===== config.mk =====
export PLATFORM = sky130hd
export DESIGN_NAME = msd_core
export DESIGN_NICKNAME = d
export VERILOG_FILES = /design/src/design/msd_pkg.sv /design/src/design/msd_core.sv
export SDC_FILE = /design/constraint.sdc
export NUM_CORES = 1
export LEC_CHECK = 0
export BUFFER_PORTS_ARGS = -buffer_cell sky130_fd_sc_hd__buf_2
export CORE_ASPECT_RATIO = 1.75
export CORE_UTILIZATION = 52
export CTS_BUF_LIST = sky130_fd_sc_hd__clkbuf_16
export DETAILED_ROUTE_END_ITERATION = 8
export PLACE_DENSITY = 0.78
export SLEW_MARGIN = 20
export SYNTH_ARGS = -nofsm -noshare
export SYNTH_HDL_FRONTEND = slang
export SYNTH_SLANG_ARGS = --single-unit

===== constraint.sdc =====
create_clock -name clk -period 17.66 [get_ports clk]
set_input_delay 3.532 -clock clk [delete_from_list [all_inputs] [get_ports clk]]
set_output_delay 3.532 -clock clk [all_outputs]
set_load 0.03 [all_outputs]

===== src/design/msd_pkg.sv =====
`default_nettype none
package msd_pkg;
    // ==========================================
    // machine timing, in ns and in machine clocks
    localparam int MACH_CYCLE_NS = 220;
    localparam int FULL_CYCLE_NS = 1100;
    localparam int HALF_CYCLE_NS = 660;
    localparam int RD_LOAD_NS = 440;
    localparam logic [2:0] FULL_CLKS = 3'(FULL_CYCLE_NS / MACH_CYCLE_NS);
    localparam logic [2:0] HALF_CLKS = 3'(HALF_CYCLE_NS / MACH_CYCLE_NS);
    localparam logic [2:0] RD_LOAD_CLK = 3'(RD_LOAD_NS / MACH_CYCLE_NS);
    // ==========================================
    // opcodes
    localparam logic [3:0] OP_EXEC = 4'h0;
    localparam logic [3:0] OP_LOADR = 4'h1;
    localparam logic [3:0] OP_MEM = 4'h2;
    localparam logic [3:0] OP_ADDL = 4'h3;
    localparam logic [3:0] OP_CTRL = 4'h7;
    localparam logic [3:0] OP_ADD = 4'h8;
    localparam logic [3:0] OP_SUB = 4'h9;
    localparam logic [3:0] OP_CMP = 4'ha;
    localparam logic [3:0] OP_SHF = 4'hb;
    localparam logic [3:0] OP_AND = 4'hc;
    localparam logic [3:0] OP_OR = 4'hd;
    localparam logic [3:0] OP_XOR = 4'he;
    localparam logic [3:0] OP_COPY = 4'hf;
    // ==========================================
    // operate destinations
    localparam logic [2:0] DST_NONE = 3'h0;
    localparam logic [2:0] DST_T = 3'h1;
    localparam logic [2:0] DST_M = 3'h2;
    localparam logic [2:0] DST_N = 3'h3;
    localparam logic [2:0] DST_LLO = 3'h4;
    localparam logic [2:0] DST_LHI = 3'h5;
    localparam logic [2:0] DST_U = 3'h6;
    localparam logic [2:0] DST_UOR = 3'h7;
    // ==========================================
    // flag entry bit positions
    localparam int FLG_OVF = 0;
    localparam int FLG_NEG = 1;
    localparam int FLG_ZERO = 2;
    localparam int FLG_IOREQ = 3;
    localparam int FLG_INTIRQ = 4;
    localparam int FLG_REPLY = 5;
    localparam int FLG_SERIAL = 6;
    localparam int FLG_EXTIRQ = 7;
    // ==========================================
    // reset values
    localparam logic [9:0] PC_RST = 10'h000;
    localparam logic [7:0] BYTE_RST = 8'h00;
    localparam logic [15:0] NOP_CMD = 16'h1700;
    typedef struct packed {
        logic [3:0] op;
        logic [3:0] sel;
        logic [3:0] opt;
        logic inhibit;
        logic [2:0] dest;
    } msd_cmd_t;
endpackage
`default_nettype wire


===== src/design/msd_core.sv =====
`timescale 1ns/1ns
`default_nettype none
module msd_core (
    // clock and reset
    input wire logic clk,
    input wire logic rst,
    // read-only store
    output logic [9:0] rosAddr,
    input wire logic [15:0] rosData,
    // core memory
    output logic [14:0] memAddr,
    output logic memAddrOe,
    output logic memStart,
    output logic memWrite,
    output logic memFull,
    output logic [7:0] memWrData,
    input wire logic [7:0] memRdData,
    // dma
    input wire logic dmaReq,
    output logic dmaGrant,
    // i/o bus and lines
    input wire logic [7:0] ioIn,
    output logic [2:0] ioCtl,
    input wire logic ioRequest,
    input wire logic ioReply,
    input wire logic extIrq,
    input wire logic intIrq,
    input wire logic serialIn,
    // console
    input wire logic startReq,
    output logic halted
);
    // ==========================================
    // input synchronisers
    logic [14:0] syncA_q, syncB_q;
    always_ff @(posedge clk or posedge rst) begin
        if (rst) begin
            syncA_q <= '0;
            syncB_q <= '0;
        end else begin
            syncA_q <= {dmaReq, ioRequest, ioReply, extIrq, intIrq,
                        serialIn, startReq, ioIn};
            syncB_q <= syncA_q;
        end
    end
    logic dmaS, reqS, replyS, extS, intS, serS, startS;
    logic [7:0] ioS;
    assign {dmaS, reqS, replyS, extS, intS, serS, startS, ioS} = syncB_q;

    // ==========================================
    // state
    logic [9:0] pc_q, pc_d;
    logic [15:0] cmd_q, cmd_d;
    logic [7:0] t_q, t_d, m_q, m_d, n_q, n_d, u_q, u_d, wrData_q, wrData_d;
    logic [2:0] ioc_q, ioc_d, flags_q, flags_d, memCnt_q, memCnt_d;
    logic link_q, link_d, halt_q, halt_d, serEn_q, serEn_d, startPrev_q;
    logic memFull_q, memFull_d, memWr_q, memWr_d, grant_q, grant_d;
    logic [7:0] file_q [1:15];
    logic fileWe;
    logic [3:0] fileIdx;
    logic [7:0] fileVal;

    function automatic logic [15:0] modWord(input logic [15:0] w,
                                            input logic [7:0] u);
        modWord = w;
        if (w[15:12] == 4'h0 || (w[15] && w[2:0] == 3'h7)) begin
            modWord[15:8] = w[15:8] | u;
        end
    endfunction

    // ==========================================
    // decode and datapath
    msd_pkg::msd_cmd_t c;
    logic isLit, isOpr, run, redirect, memBusy, stall, zero, ovf, cy;
    logic [9:0] target;
    logic [7:0] lit, tSrc, aBus, bBus, bEff, res, flags0;
    logic [8:0] sum;
    always_comb begin
        c = cmd_q;
        lit = cmd_q[7:0];
        isLit = c.op != msd_pkg::OP_EXEC && c.op < msd_pkg::OP_CTRL;
        isOpr = c.op >= msd_pkg::OP_CTRL;
        tSrc = ioc_q[2] ? ioS : t_q;
        flags0 = {extS, serEn_q & serS, replyS, intS, reqS, flags_q};
        aBus = (c.sel == 4'h0) ? flags0 : file_q[c.sel];
        bBus = isLit ? lit
             : (({8{c.opt[1]}} & tSrc) | ({8{c.opt[2]}} & ~tSrc));
        bEff = bBus;
        sum = 9'h000;
        res = aBus;
        cy = link_q;
        unique case (c.op)
            msd_pkg::OP_ADD, msd_pkg::OP_ADDL: begin
                sum = {1'b0, aBus} + {1'b0, bBus};
                res = sum[7:0];
                cy = sum[8];
            end
            msd_pkg::OP_SUB, msd_pkg::OP_CMP: begin
                bEff = ~bBus;
                sum = {1'b0, aBus} + {1'b0, ~bBus} + 9'h001;
                res = sum[7:0];
                cy = sum[8];
            end
            msd_pkg::OP_SHF: begin
                res = {aBus[6:0], link_q};
                cy = aBus[7];
            end
            msd_pkg::OP_AND: res = aBus & bBus;
            msd_pkg::OP_OR: res = aBus | bBus;
            msd_pkg::OP_XOR: res = aBus ^ bBus;
            msd_pkg::OP_COPY: res = bBus;
            default: res = aBus;
        endcase
        zero = (res == 8'h00);
        ovf = (c.op == msd_pkg::OP_SHF) ? aBus[7]
            : (aBus[7] == bEff[7]) && (res[7] != aBus[7]);
        memBusy = memCnt_q != 3'h0;
        stall = halt_q
            || (c.op == msd_pkg::OP_MEM && (memBusy || dmaS || grant_q))
            || (((c.op == msd_pkg::OP_LOADR && c.sel[3:1] == 3'h1)
                 || (isOpr && c.dest[2:1] == 2'h1))
                && (memBusy || grant_q))
            || (isOpr && (c.opt[1] | c.opt[2]) && !memWr_q && memBusy
                && memCnt_q <= msd_pkg::RD_LOAD_CLK);
        run = !stall;
    end

    // ==========================================
    // next state
    always_comb begin
        pc_d = pc_q;
        cmd_d = cmd_q;
        t_d = t_q;
        m_d = m_q;
        n_d = n_q;
        u_d = u_q;
        ioc_d = ioc_q;
        flags_d = flags_q;
        link_d = link_q;
        halt_d = halt_q;
        serEn_d = serEn_q;
        memCnt_d = memCnt_q;
        memFull_d = memFull_q;
        memWr_d = memWr_q;
        wrData_d = wrData_q;
        fileWe = 1'b0;
        fileIdx = c.sel;
        fileVal = res;
        redirect = 1'b0;
        target = {pc_q[9:8], pc_q[7:0] + 8'h01};
        // memory sequencer runs on its own; T free after the load
        if (memBusy) begin
            memCnt_d = (memCnt_q == (memFull_q ? msd_pkg::FULL_CLKS
                        : msd_pkg::HALF_CLKS)) ? 3'h0
                        : memCnt_q + 3'h1;
        end
        grant_d = dmaS && (grant_q || !memBusy);
        if (halt_q && startS && !startPrev_q) begin
            halt_d = 1'b0;
        end
        if (run) begin
            unique case (c.op)
                msd_pkg::OP_LOADR: begin
                    unique case (c.sel)
                        4'h1, 4'h9: t_d = lit;
                        4'h2: m_d = lit;
                        4'h3: begin
                            n_d = lit;
                            m_d = msd_pkg::BYTE_RST;
                        end
                        4'h6: u_d = lit;
                        4'h7: begin
                            halt_d = lit[7];
                            serEn_d = lit[0];
                        end
                        4'h4, 4'h5, 4'hc, 4'hd: begin
                            redirect = 1'b1;
                            target = {c.sel[3], c.sel[0], lit};
                        end
                        default: ;
                    endcase
                end
                msd_pkg::OP_MEM: begin
                    memCnt_d = 3'h1;
                    memWr_d = c.sel[0];
                    memFull_d = !c.sel[1];
                    wrData_d = t_q;
                end
                msd_pkg::OP_ADDL: fileWe = 1'b1;
                msd_pkg::OP_CTRL: ioc_d = c.opt[2:0];
                default: ;
            endcase
            if (isOpr && c.op != msd_pkg::OP_CTRL) begin
                fileWe = !c.inhibit && c.op != msd_pkg::OP_CMP;
                if (c.op <= msd_pkg::OP_SHF) begin
                    link_d = cy;
                    if (c.opt[0]) begin
                        flags_d = {zero && (!c.opt[3] || flags_q[2]),
                                   res[7], ovf};
                    end
                end
                if (c.op == msd_pkg::OP_CMP && zero) begin
                    redirect = 1'b1;
                end
                unique case (c.dest)
                    msd_pkg::DST_T: t_d = res;
                    msd_pkg::DST_M: m_d = res;
                    msd_pkg::DST_N: n_d = res;
                    msd_pkg::DST_LLO, msd_pkg::DST_LHI: begin
                        redirect = 1'b1;
                        target = {pc_q[9], c.dest[0], res};
                    end
                    msd_pkg::DST_U, msd_pkg::DST_UOR: u_d = res;
                    default: ;
                endcase
            end
            if (halt_d) begin
                cmd_d = msd_pkg::NOP_CMD;
            end else if (redirect) begin
                pc_d = target;
                cmd_d = msd_pkg::NOP_CMD;
            end else begin
                pc_d = {pc_q[9:8], pc_q[7:0] + 8'h01};
                cmd_d = modWord(rosData, u_q);
            end
        end
        // the arriving byte wins over a T write in the same clock
        if (memBusy && !memWr_q && memCnt_q == msd_pkg::RD_LOAD_CLK) begin
            t_d = memRdData;
        end
    end

    always_ff @(posedge clk or posedge rst) begin
        if (rst) begin
            pc_q <= msd_pkg::PC_RST;
            cmd_q <= msd_pkg::NOP_CMD;
            t_q <= msd_pkg::BYTE_RST;
            m_q <= msd_pkg::BYTE_RST;
            n_q <= msd_pkg::BYTE_RST;
            u_q <= msd_pkg::BYTE_RST;
            wrData_q <= msd_pkg::BYTE_RST;
            ioc_q <= 3'h0;
            flags_q <= 3'h0;
            memCnt_q <= 3'h0;
            link_q <= 1'b0;
            halt_q <= 1'b0;
            serEn_q <= 1'b0;
            startPrev_q <= 1'b0;
            memFull_q <= 1'b0;
            memWr_q <= 1'b0;
            grant_q <= 1'b0;
            for (int i = 1; i < 16; i++) begin
                file_q[i] <= msd_pkg::BYTE_RST;
            end
        end else begin
            pc_q <= pc_d;
            cmd_q <= cmd_d;
            t_q <= t_d;
            m_q <= m_d;
            n_q <= n_d;
            u_q <= u_d;
            wrData_q <= wrData_d;
            ioc_q <= ioc_d;
            flags_q <= (fileWe && fileIdx == 4'h0) ? fileVal[2:0] : flags_d;
            memCnt_q <= memCnt_d;
            link_q <= link_d;
            halt_q <= halt_d;
            serEn_q <= serEn_d;
            startPrev_q <= startS;
            memFull_q <= memFull_d;
            memWr_q <= memWr_d;
            grant_q <= grant_d;
            if (fileWe && fileIdx != 4'h0) begin
                file_q[fileIdx] <= fileVal;
            end
        end
    end

    // ==========================================
    // outputs
    assign rosAddr = pc_q;
    assign memAddr = {m_q[6:0], n_q};
    assign memAddrOe = !grant_q;
    assign memStart = memCnt_q == 3'h1;
    assign memWrite = memWr_q;
    assign memFull = memFull_q;
    assign memWrData = wrData_q;
    assign dmaGrant = grant_q;
    assign ioCtl = ioc_q;
    assign halted = halt_q;
endmodule // msd_core
`default_nettype wire


Word-level counts from Yosys, hierarchy flattened

Index checks and enable logic that the tools add are counted.

Add/sub/neg operators: 5
Magnitude comparators: 6
Eq/ne operators: 42
Mux-type cells: 63
Bitwise logic cells: 14
Reductions and logical operators: 64

Operators with widths:

| cell                                                 | number |
|---|---|
| two-way mux 8 bit                                    | 26 |
| bitwise mux 120 bit                                  | 1 |
| one-hot mux 8 bit (7 select lines)                   | 1 |
| equality test 4 bit (second input constant)          | 11 |
| two-way mux 10 bit                                   | 4 |
| binary-select mux 8 bit (select 4 bit)               | 1 |
| demux 8 bit (select 4 bit)                           | 1 |
| two-way mux 16 bit                                   | 2 |
| two-way mux 3 bit                                    | 10 |
| AND 8 bit                                            | 3 |
| bitwise OR 8 bit                                     | 3 |
| logical AND 1 bit                                    | 23 |
| equality test 4 x 3 -> 1 bit (second input constant) | 5 |
| adder 8 x 8 -> 9 bit                                 | 2 |
| equality test 4 x 2 -> 1 bit (second input constant) | 4 |
| NOT 8 bit                                            | 2 |
| one-hot mux 8 bit (2 select lines)                   | 1 |
| equality test 3 bit (second input constant)          | 5 |
| two-way mux 1 bit                                    | 15 |
| AND reduction 4 bit                                  | 3 |
| logical OR 1 bit                                     | 10 |
| OR reduction 2 bit                                   | 5 |
| adder 9 x 1 -> 9 bit (second input constant)         | 1 |
| equality test 3 x 1 -> 1 bit (second input constant) | 3 |
| other kinds (33)                                     | 52 |

Register bits after elaboration: 232
Input port bits: 41
Output and inout port bits: 42
Word-level logic and storage cells: 230

Depth between registers and ports, before layout

Gate-level depths: netlist (run 1).

Word-level depth: 17
Depth in mapped cells: 22
Mapped depth without buffers: 18

Least setup slack after synthesis (run 1)

No wires, ideal clock.

Path kind: register to register
From: reg cmd_q[8] (netlist: c[8])
To: reg cmd_q[2] (netlist: c[2])
Library setup time: 131 ps
Arrival: 4807 ps
Required time: 17529 ps
Slack: 12722 ps
Cell stages (with the launch flop): 21
Buffers on the path: 4
Period minus slack after synthesis: 4938 ps
Cells stage by stage: dfstp_2 buf_2 buf_2 mux2i_1 a22oi_1 o221ai_1 o22ai_1 inv_1 ha_1 buf_2 or3_1 and3_1 a221oi_1 a41oi_1 a2111oi_0 a21oi_1 nor4_4 a31oi_1 buf_4 nand2_1 o21ai_0

Word-level cells in the longest chain between the ends: 16
Elaborated cells on any way between the ends: 32
Classes of those cells: add/sub: 3; eq/ne: 5; mux: 16; bitwise: 4; reduce/logical: 4

RTL lines:

| item                                                  | RTL line        | RTL |
|---|---|---|
| start, declared                                       | msd_core.sv:53  | `logic [15:0] cmd_q, cmd_d;` |
| start signal, assigned                                | msd_core.sv:236 | `cmd_q <= msd_pkg::NOP_CMD;` |
| start signal, assigned                                | msd_core.sv:257 | `cmd_q <= cmd_d;` |
| NOT 4 -> 5 bit (implied by the code)                  | msd_core.sv:85  | `aBus = (c.sel == 4'h0) ? flags0 : file_q[c.sel];` |
| binary-select mux 8 bit (select 4 bit)                | msd_core.sv:85  |  |
| two-way mux 8 bit (implied by the code) (2 in series) | msd_core.sv:85  |  |
| two-way mux 8 bit                                     | msd_core.sv:85  |  |
| adder 8 x 8 -> 9 bit                                  | msd_core.sv:100 | `sum = {1'b0, aBus} + {1'b0, ~bBus} + 9'h001;` |
| adder 9 x 1 -> 9 bit                                  | msd_core.sv:100 |  |
| one-hot mux 8 bit (7 select lines)                    | msd_core.sv:92  | `unique case (c.op)` |
| zero test 8 bit                                       | msd_core.sv:114 | `zero = (res == 8'h00);` |
| logical AND 1 bit                                     | msd_core.sv:202 | `if (c.op == msd_pkg::OP_CMP && zero) begin` |
| two-way mux 1 bit                                     | msd_core.sv:202 |  |
| two-way mux 1 bit                                     | msd_core.sv:205 | `unique case (c.dest)` |
| two-way mux 1 bit                                     | msd_core.sv:193 | `if (isOpr && c.op != msd_pkg::OP_CTRL) begin` |
| two-way mux 1 bit                                     | msd_core.sv:161 | `if (run) begin` |
| two-way mux 16 bit                                    | msd_core.sv:219 | `end else if (redirect) begin` |
| two-way mux 16 bit *                                  | msd_core.sv:217 | `if (halt_d) begin` |

Every way passes the cells marked *; elsewhere a longest branch is shown, timed or not. The select of a mux whose other input is x is not followed.
A chain may end at the register's enable or synchronous reset.

Worst setup path after layout (run 1)

From: reg cmd_q[8] (netlist: c[8])
To: reg cmd_q[3] (netlist: c[3])

Same word-level chain as after synthesis.

==> results of run 1 <==
==> Yosys cell counts, types with 8 or more instances <==
master    number
mux2i_1       46
o21a_1         8
a221oi_1      16
buf_2         15
o21ai_0       61
dfrtp_1      227
o22ai_1       45
ha_1          29
mux2_2       135
mux4_2        13
a21oi_1       61
a22oi_1       11
nor3_1        13
nor2_1        77
clkbuf_1      45
and2_1         8
nand2b_1      20
a21o_1        10
nand2_1       66
a211oi_1      12
inv_1         42
nand3_1       26
nor2b_1       15
==> per-stage QoR <==
step                      util (%)  setup slack [ps]  std cells  hold slack (ps)
after CTS                    58.71             11180       1519            348.9
after floorplan                  -              7802       1149            331.2
after detailed placement     55.51             11200       1479            334.7
after global placement       55.51             11340       1479            332.9
after global routing         58.75             10630       1519            353.0
final                        58.75             11010       1519            346.4
==> cells by family after synthesis <==
logic type               after synthesis
adder cells (fa/ha/maj)               31
flip-flops                           231
multiplexers                         194
AO/OA/AOI/OAI                        286
buffers and inverters                117
AND/OR/NAND/NOR                      279
XOR/XNOR                              11
==> worst paths after layout <==
path	start	endpoint	slack, ps	cells past startpoint
max	c[8]	c[3]	11010	17
min	syncA_q[12]	syncB_q[12]	350	0
max reg2reg	c[8]	c[3]	11010	17
min reg2reg	syncA_q[12]	syncB_q[12]	350	0
max in group asynchronous	rst	file_q[113]	13270	3
min in group asynchronous	rst	file_q[92]	3100	2
==> state kept, by name, summed over array words and instances (netlist names), 7 cells and up <==
register and cells:
t_q 8, memWrData 8, n_q 8, syncA_q 15
file_q 120, m_q 7, syncB_q 15, c 16
rosAddr 10, u_q 8
==> layout make-up <==
cell class,count,area (um^2)
fill,1964,9625
clock inverter,18,195.2
inverter,44,177.7
tap,304,380.4
timing repair buffer,99,541.8
clock buffer,22,550.5
sequential,231,5786
multi-input combinational,801,6076
==> routing by layer <==
layer | track usage, % | vias up
li1 | - | 4310
met1 | 32.10 | 4805
met2 | 54.18 | 501
met3 | 4.684 | 185
met4 | 24.73 | 0
met5 | 0 | -
==> run_results.csv, run 1 <==
group,metric,value,unit
yosys,synth.area.top_cells,"dfrtp_1 46%, mux2_2 12%, mux2i_1 3.7%",
clock_tree,clkSlewWorstSetupHoldPaths,70,ps
clock_tree,insertion_delay,540,ps
finish,diodes,0,
global_route,grt_usage,30.55,%
drt,drt_iter0_markers,963,
yosys,muxShareOfSynthArea,18.43,%
yosys,syn_nets,1221,
status,status,"completed",
sta,tns,0,ps
sta,skew,16.33,ps
drt,route.detailed.drc,0,
clock_tree,cts-root-buf,"clkbuf_16",
global_route,grt_pass1_wl,56610,um
clock_tree,cts_hold_buf,0,
die,die_h,205.7,um
sta,finalMaxSlewViolations,0,
yosys,ys_ff_latch,231,
yosys,synth_fa_ha_area_share,3.266,%
yosys,synth_compound_area_share,15.26,%
worst_setup_path,worst_path_max_delay_cell,"dfstp_2",
yosys,synth_cell_types,70,
drt,wl_met3,2308,um
yosys,synth_area,0.01233,mm^2
yosys,synth_edf_count,0,
yosys,synth-simple-area-share,11.36,%
finish,drive_gt1_share,24.69,%
global_route,grt-ovfl-total,0,
yosys,synth_top_area_share,46.05,%
drt,route.detailed.wl_per_inst,23.92,um
sta,setup_viol,0,
placement,io_buffers,82,
global_route,grt_pass1_vias,9994,
sta,final_hold_viol_count,0,
placement,dpl-instance-area,0.01295,mm^2
drt,drtPass1Iterations,6,
yosys,yosysTopAreaCell,"dfrtp_1",
placement,place.gp.congestion,1.022,
clock_tree,cts.sinks,231,
finish,area_growth,11.13,%
yosys,synthFlopType,"dfrtp_1",
die,die-area,0.02436,mm^2
worst_setup_path,arrival,7070,ps
global_route,grt_start_max_net_pins,150,
clock_tree,clockBufferDepth,3,
sta,final.min_clock_period,6648,ps
drt,postRouteAntennaNets,0,
drt,wirelength,36340,um
clock_tree,h-tree-depth,1,
die,die_w,118.4,um
drt,vias,9801,
finish,layout_common_cells,"227 x dfrtp_1, 135 x mux2_2, 82 x buf_2, 77 x nor2_1, 66 x nand2_1",
yosys,synth_top_family_by_area,"multiplexers",
yosys,synth-seq-area-share,46.91,%
worst_setup_path,start_kind,"flip-flop",
drt,drt-met1-wl,12250,um
finish,nNetsFinal,1271,
global_route,grt_antenna_before_repair,0,
drt,top_layer_used,"met4",
sta,rsz0062_at_grt,"false",
sta,fin_crit_sh,37.64,%
sta,worst-slew-pin-transition,1126,ps
die,start_util,52.86,%
finish,layout_commonest_cell,"dfrtp_1",
worst_setup_path,path_cells,"buf_4 -> nor2b_1 -> a221oi_1 -> a21oi_1 -> o22ai_1 -> inv_1 -> ha_1 -> or3_1 -> and3_1 -> a221oi_1 -> a41oi_1 -> a2111oi_0 -> a21oi_1 -> nor4_4 -> a31oi_1 -> buf_4 -> a22o_1",
worst_setup_path,cp_top_family,"compound AO/OA/AOI/OAI gates",
yosys,syn_area_per_cell,10.73,um^2
yosys,synth-xor-area-share,0.7811,%
yosys,synthCells,1149,
clock_tree,cts_setup_buffers,0,
worst_setup_path,end_kind,"flip-flop",
yosys,yosysWarnings,0,
worst_setup_path,crit_fanout,40,
placement,hpwlAfterDp,25900,um
die,core-area,0.02333,mm^2
worst_setup_path,required,18080,ps
sta,slew_headroom,24.92,%
die,ios,83,
clock_tree,numCtsBuffers,22,
yosys,synthArstFlopShare,100.0,%
hold_path,hp-class,"flip-flop to flip-flop",
run,drv_cap,0,
clock_tree,cts_resized,0,
finish,final_area,0.01371,mm^2
drt,wl_met2,18630,um
worst_setup_path,cp_num_buf_inv,3,
die,fp-row-count,74,
drt,viasPerCell,6.452,
sta,max_freq,150.4,MHz
clock_tree,cts_tree,"done",
worst_setup_path,cp_slowest_stage_delay,930,ps
worst_setup_path,criticalPathCategory,"flip-flop to flip-flop",
Power of run 1 is left out: the tool's default activity adds up to more than one toggle a clock period on the data nets, which glitch-free logic cannot reach.
==> run 2: changes to the inputs <==
==> constraint.sdc (replaced) <==
create_clock -name clk -period 6.35 [get_ports clk]
set_input_delay 1.27 -clock clk [delete_from_list [all_inputs] [get_ports clk]]
set_output_delay 1.27 -clock clk [all_outputs]
set_load 0.03 [all_outputs]
==> run_results.csv, run 2 (synthesis results as in run 1) <==
group,metric,value,unit
clock_tree,cts_setup_buffers,0,
placement,io_buffers,82,
finish,layout_common_cells,"227 x dfrtp_1, 135 x mux2_2, 82 x buf_2, 77 x nor2_1, 66 x nand2_1",
sta,fin_crit_sh,94.40,%
worst_setup_path,cp_slowest_stage_delay,950,ps
global_route,grt_pass1_vias,10040,
die,core-area,0.02333,mm^2
finish,layout_commonest_cell,"dfrtp_1",
clock_tree,cts.sinks,231,
drt,drtPass1Iterations,6,
global_route,grt-ovfl-total,0,
worst_setup_path,rrSetupSlack,360,ps
worst_setup_path,required,6740,ps
run,drv_cap,0,
finish,regMostFlops,"file_q",
worst_setup_path,criticalPathCategory,"flip-flop to flip-flop",
worst_setup_path,arrival,6380,ps
finish,postLayoutCoreUtil,59.43,%
die,ios,83,
worst_setup_path,crit_fanout,23,
sta,finalMaxSlewViolations,0,
finish,reg_top3,"file_q: 120 flops, c: 16 flops",
drt,wirelength,35840,um
sta,skew,29.55,ps
hold_path,min_from,"syncA_q[13]",
worst_setup_path,start_kind,"flip-flop",
die,start_util,52.86,%
finish,fillers,1918,
sta,slew_headroom,33.21,%
global_route,grt_antenna_before_repair,0,
die,die_h,205.7,um
worst_setup_path,r2r_end,"c[7]",
clock_tree,cts_hold_buf,0,
sta,hold_ws,346.8,ps
clock_tree,insertion_delay,540,ps
clock_tree,h-tree-depth,1,
finish,drive_gt1_share,26.24,%
worst_setup_path,r2r_start,"c[8]",
die,fp-row-count,74,
hold_path,hold-path-endpoint,"syncB_q[13]",
finish,nNetsFinal,1288,
clock_tree,clockBufferDepth,3,
worst_setup_path,worst_path_max_delay_cell,"dfstp_2",
drt,postRouteAntennaNets,0,
clock_tree,cts_tree,"done",
worst_setup_path,path_cells,"buf_4 -> mux4_2 -> mux2i_1 -> o21ai_0 -> inv_1 -> ha_1 -> inv_1 -> a221oi_1 -> mux2_2 -> nor4_1 -> o22ai_1 -> nor4_4 -> a31oi_1 -> buf_4 -> nand2_1 -> o21ai_0",
worst_setup_path,end_kind,"flip-flop",
clock_tree,numCtsBuffers,22,
sta,tns,0,ps
die,die-area,0.02436,mm^2
finish,diodes,0,
sta,rsz0062_at_grt,"false",
sta,worst_slack,355.3,ps
sta,final.min_clock_period,5995,ps
drt,route.detailed.wl_per_inst,23.35,um
hold_path,hp-class,"flip-flop to flip-flop",
sta,max_freq,166.8,MHz
finish,largest_reg_flops,120,
clock_tree,cts-root-buf,"clkbuf_16",
placement,pre_cts_ws,557.5,ps
finish,area_growth,12.42,%
clock_tree,cts_resized,0,
die,die_w,118.4,um
placement,place.gp.congestion,0.9890,
drt,vias,9941,
drt,drt_iter0_markers,886,
global_route,grt_start_max_net_pins,190,
global_route,grt_pass1_wl,56270,um
status,status,"completed",
worst_setup_path,cp_num_buf_inv,4,
hold_path,holdPathStages,0,
clock_tree,clkSlewWorstSetupHoldPaths,70,ps
global_route,grt_usage,30.32,%
placement,hpwlAfterDp,25420,um
sta,worst-slew-pin-transition,998.1,ps
worst_setup_path,rr_worst_depth,16,
worst_setup_path,cp_top_family,"compound AO/OA/AOI/OAI gates",
drt,route.detailed.drc,0,
sta,setup_viol,0,
drt,viasPerCell,6.476,
sta,final_hold_viol_count,0,
==> run 2: cell types whose count changed in the layout (fill, tap and decap cells not counted), sizes merged <==
cell	delta
inv	-2
buf	+17
clkinvlp	+1
==> run 2: worst max path at each step <==
stage | endpoint | cells past startpoint | slack, ps | start
6_report | c[7] | 16 | 360 | c[8]
5_1_grt | c[7] | 19 | 10 | c[8]
3_3_place_gp | c[3] | 15 | 670 | c[8]
3_5_place_dp | c[0] | 17 | 560 | c[8]
2_1_floorplan | c[2] | 20 | 1410 | c[8]
4_1_cts | c[7] | 18 | 470 | c[8]
==> run 2: cell type report <==
cell class | instances | area, um^2 | share of cell area [%]
Clock buffer | 22 | 550.5 | 3.970
Timing Repair Buffer | 116 | 698.2 | 5.035
Clock inverter | 17 | 206.4 | 1.489
Sequential cell | 231 | 5786 | 41.73
Inverter | 44 | 168.9 | 1.218
Tap cell | 304 | 380.4 | 2.743
Multi-Input combinational cell | 801 | 6076 | 43.82
==> run 2: per-stage QoR <==
| stage | std cells | area (um^2) |
|---|---|---|
| 5_1_grt | 1535 | 13870 |
| 4_1_cts | 1534 | 13840 |
| 2_1_floorplan | 1149 | 12340 |
| 3_3_place_gp | 1495 | 13080 |
| 6_report | 1535 | 13870 |
| 3_5_place_dp | 1495 | 13080 |
==> run 2: per-layer routing <==
metal  routed length [um]  part of all wire [%]  up-vias  track usage, %
met1                12200                    34     4925           32.42
met3                 2356                   6.6      181           4.629
met2                18320                    51      497           53.47
met4                 2961                   8.3        0           23.82
met5                    0                     0        -               0
li1                     -                     -     4338               -
Power of run 2 is left out for the same reason.
==> run 3: changes to the inputs <==
--- a/config.mk
+++ b/config.mk
@@ -5,12 +5,13 @@
 export SDC_FILE = /design/constraint.sdc
 export NUM_CORES = 1
 export LEC_CHECK = 0
+export ABC_AREA = 1
 export BUFFER_PORTS_ARGS = -buffer_cell sky130_fd_sc_hd__buf_2
 export CORE_ASPECT_RATIO = 1.75
 export CORE_UTILIZATION = 52
 export CTS_BUF_LIST = sky130_fd_sc_hd__clkbuf_16
 export DETAILED_ROUTE_END_ITERATION = 8
-export PLACE_DENSITY = 0.78
+export PLACE_DENSITY = 0.81
 export SLEW_MARGIN = 20
 export SYNTH_ARGS = -nofsm -noshare
 export SYNTH_HDL_FRONTEND = slang
==> constraint.sdc (replaced) <==
create_clock -name clk -period 5.3 [get_ports clk]
set_input_delay 1.06 -clock clk [delete_from_list [all_inputs] [get_ports clk]]
set_output_delay 1.06 -clock clk [all_outputs]
set_load 0.03 [all_outputs]
==> run_results.csv, run 3 <==
group,metric,value,unit
power_and_ir_drop,power.switching,5.034,mW
die,core-area,0.02393,mm^2
power_and_ir_drop,sequentialPowerShare,29.5,%
finish,diodes,0,
worst_setup_path,arrival,5100,ps
power_and_ir_drop,sw_frac_of_total,51.42,%
yosys,syn_nets,1749,
worst_setup_path,rr_worst_depth,25,
yosys,ys_ff_latch,231,
finish,largest_reg_flops,120,
finish,reg_top3,"file_q: 120 flops, c: 16 flops",
clock_tree,cts-root-buf,"clkbuf_16",
finish,post_layout_nonfiller_instances,2059,
die,fp-row-count,75,
power_and_ir_drop,vdd_drop_max,435.2,uV
placement,io_buffers,82,
yosys,synth_cell_types,55,
global_route,grt_pass1_vias,11790,
finish,layout_common_cells,"571 x nand2_1, 227 x dfrtp_1, 207 x o21ai_0, 173 x inv_1, 89 x nor2_1",
yosys,yosysTopAreaCell,"dfrtp_1",
worst_setup_path,r2r_start,"c[9]",
finish,multi_input_area,0.005832,mm^2
sta,rsz0062_at_grt,"false",
sta,final.min_clock_period,4687,ps
finish,area_growth,10.56,%
yosys,synth-seq-area-share,45.71,%
worst_setup_path,worst_path_max_delay_cell,"dfstp_2",
drt,viasPerCell,5.782,
worst_setup_path,required,5710,ps
drt,vias,11910,
finish,seq_area,0.005786,mm^2
worst_setup_path,crit_fanout,17,
drt,route.detailed.wl_per_inst,19.17,um
placement,dp_cells,2019,
yosys,synth.area.top_cells,"dfrtp_1 45%, nand2_1 17%, o21ai_0 8.2%",
sta,skew,26.95,ps
clock_tree,numCtsBuffers,22,
finish,fillers,2176,
yosys,yosysWarnings,0,
placement,hpwlAfterDp,28890,um
global_route,grt_antenna_before_repair,0,
power_and_ir_drop,power.leakage,6.967,nW
clock_tree,h-tree-depth,1,
clock_tree,clockBufferDepth,3,
yosys,synthFlopType,"dfrtp_1",
sta,max_freq,213.4,MHz
clock_tree,insertion_delay,550,ps
clock_tree,cts_hold_buf,0,
worst_setup_path,crit_start,"c[9]",
power_and_ir_drop,clock_power_share,16.5,%
sta,setup_viol,0,
hold_path,holdPathStages,0,
drt,route.detailed.drc,0,
worst_setup_path,cp_num_buf_inv,3,
sta,finalMaxSlewViolations,0,
status,status,"completed",
clock_tree,cts_tree,"done",
yosys,syn_area_per_cell,7.547,um^2
worst_setup_path,cp_slowest_stage_delay,870,ps
finish,drive_gt1_share,10.68,%
clock_tree,clkSlewWorstSetupHoldPaths,70,ps
global_route,grt-ovfl-total,0,
worst_setup_path,endpoint,"c[2]",
worst_setup_path,cp_top_family,"simple AND/OR/NAND/NOR gates",
worst_setup_path,critPathMostFrequentCell,"nand2_1",
sta,tns,0,ps
die,start_util,52.89,%
worst_setup_path,cp.depth,25,
die,ios,83,
yosys,synthArstFlopShare,100.0,%
drt,drt_iter0_markers,1033,
die,die_h,208.4,um
worst_setup_path,rrSetupSlack,610,ps
run,drv_cap,0,
worst_setup_path,end_kind,"flip-flop",
die,die_w,119.9,um
hold_path,hp-class,"flip-flop to flip-flop",
drt,drtPass1Iterations,6,
clock_tree,cts_resized,0,
finish,nNetsFinal,1807,
sta,fin_crit_sh,88.43,%
worst_setup_path,start_kind,"flip-flop",
drt,wirelength,39460,um
worst_setup_path,r2r_end,"c[2]",
sta,worst-slew-pin-transition,862.8,ps
sta,final_hold_viol_count,0,
finish,regMostFlops,"file_q",
yosys,synth_edf_count,0,
yosys,synthCells,1677,
sta,slew_headroom,42.36,%
global_route,grt_start_max_net_pins,116,
finish,layout_commonest_cell,"nand2_1",
yosys,synthTopCellsByCount,"571 x nand2_1, 227 x dfrtp_1, 207 x o21ai_0",
global_route,grt_usage,32.44,%
power_and_ir_drop,p_per_area,699.7,mW/mm^2
placement,place.gp.congestion,0.9685,
clock_tree,cts.sinks,231,
drt,postRouteAntennaNets,0,
power_and_ir_drop,p_int,4.756,mW
worst_setup_path,criticalPathCategory,"flip-flop to flip-flop",
die,die-area,0.02499,mm^2
yosys,synth_top_area_share,44.88,%
yosys,synth.most_common_cell,"nand2_1",
yosys,synth_area,0.01266,mm^2
power_and_ir_drop,p_comb_share,54.1,%
clock_tree,cts_setup_buffers,0,
global_route,grt_pass1_wl,62110,um
==> run 3: cell types whose count changed after synthesis, moves of 46 or more <==
cell | before | now
mux2_2 | 135 | 1
nand3_1 | 26 | 82
o21ai_0 | 61 | 207
inv_1 | 42 | 169
nand2_1 | 66 | 571
mux2i_1 | 46 | 0
==> run 3: worst reg2reg max path: stages, from the launching register on <==
cell	delay (ps)
dfstp_2	870
nand2_1	260
nor2_1	500
nand2_1	100
nand2_1	100
inv_1	40
nand2_1	80
nor2_1	60
nand2_2	110
inv_2	50
ha_1	450
inv_1	150
a21oi_1	140
nand2_1	130
nand2_1	110
nand3_1	70
nand2_1	70
nor2_1	40
nor2_1	80
nand3_1	90
nand2_2	80
nand2_1	90
nor2_1	240
nand3_2	290
nand2_1	280
o22ai_1	110
==> run 3: final cells by class <==
| class | instances | share of cell area [%] |
|---|---|---|
| clock inverters | 18 | 1.207 |
| inverters | 186 | 5.106 |
| flip-flops and latches | 231 | 41.35 |
| repair buffers | 98 | 3.970 |
| clock buffers | 22 | 3.935 |
| well taps | 308 | 2.754 |
| multi-input cells | 1196 | 41.68 |
==> run 3: stage by stage <==
step                      worst slack, ps  utilization (%)  power (mW)  area (um^2)  hold WS (ps)
after global placement              754.7            55.44       7.982        13270         332.4
after floorplan                      1221                -       6.441        12660         331.2
final                               613.2            58.47       9.790        13990         341.4
after global routing                289.8            58.47       10.43        13990         348.9
after CTS                           702.3            58.47       9.712        13990         347.1
after detailed placement            736.5            55.47       8.085        13270         335.5
==> run 3: worst min path at each step <==
| stage | end | slack (ps) | startpoint |
|---|---|---|---|
| CTS | syncB_q[5] | 350 | syncA_q[5] |
| global route | syncB_q[6] | 350 | syncA_q[6] |
| floorplan | syncB_q[0] | 330 | syncA_q[0] |
| global placement | syncB_q[1] | 330 | syncA_q[1] |
| detailed placement | syncB_q[7] | 340 | syncA_q[7] |
| finish | syncB_q[5] | 340 | syncA_q[5] |
==> run 3: metal layers <==
metal	vias to the layer above	wire length (um)	track usage, %
met3	201	2403	3.564
met1	5553	13660	34.75
met2	590	19870	56.74
met4	0	3535	26.42
met5	-	0	0
li1	5561	-	-
==> run 3: cells by family after synthesis <==
family	count (synthesis)	synth area share [%]
AOI/OAI and AO/OA	356	15.81
xor gates and xnor gates	5	0.3461
adders and majority gates	31	3.183
buffers and inverters	250	8.314
DFF	231	45.71
muxes	1	0.08897
and+or+nand+nor	803	26.54
==> run 3: power groups by stage <==
stage                     clock network, mW  registers (mW)  logic [mW]
after floorplan                           0            2.92        3.52
after global placement                    0            2.87        5.11
after detailed placement                  0            2.88        5.20
after CTS                              1.63            2.86        5.22
after global routing                   1.70            2.94        5.79
final                                  1.61            2.88        5.29
(Power assumes the default switching activity.)
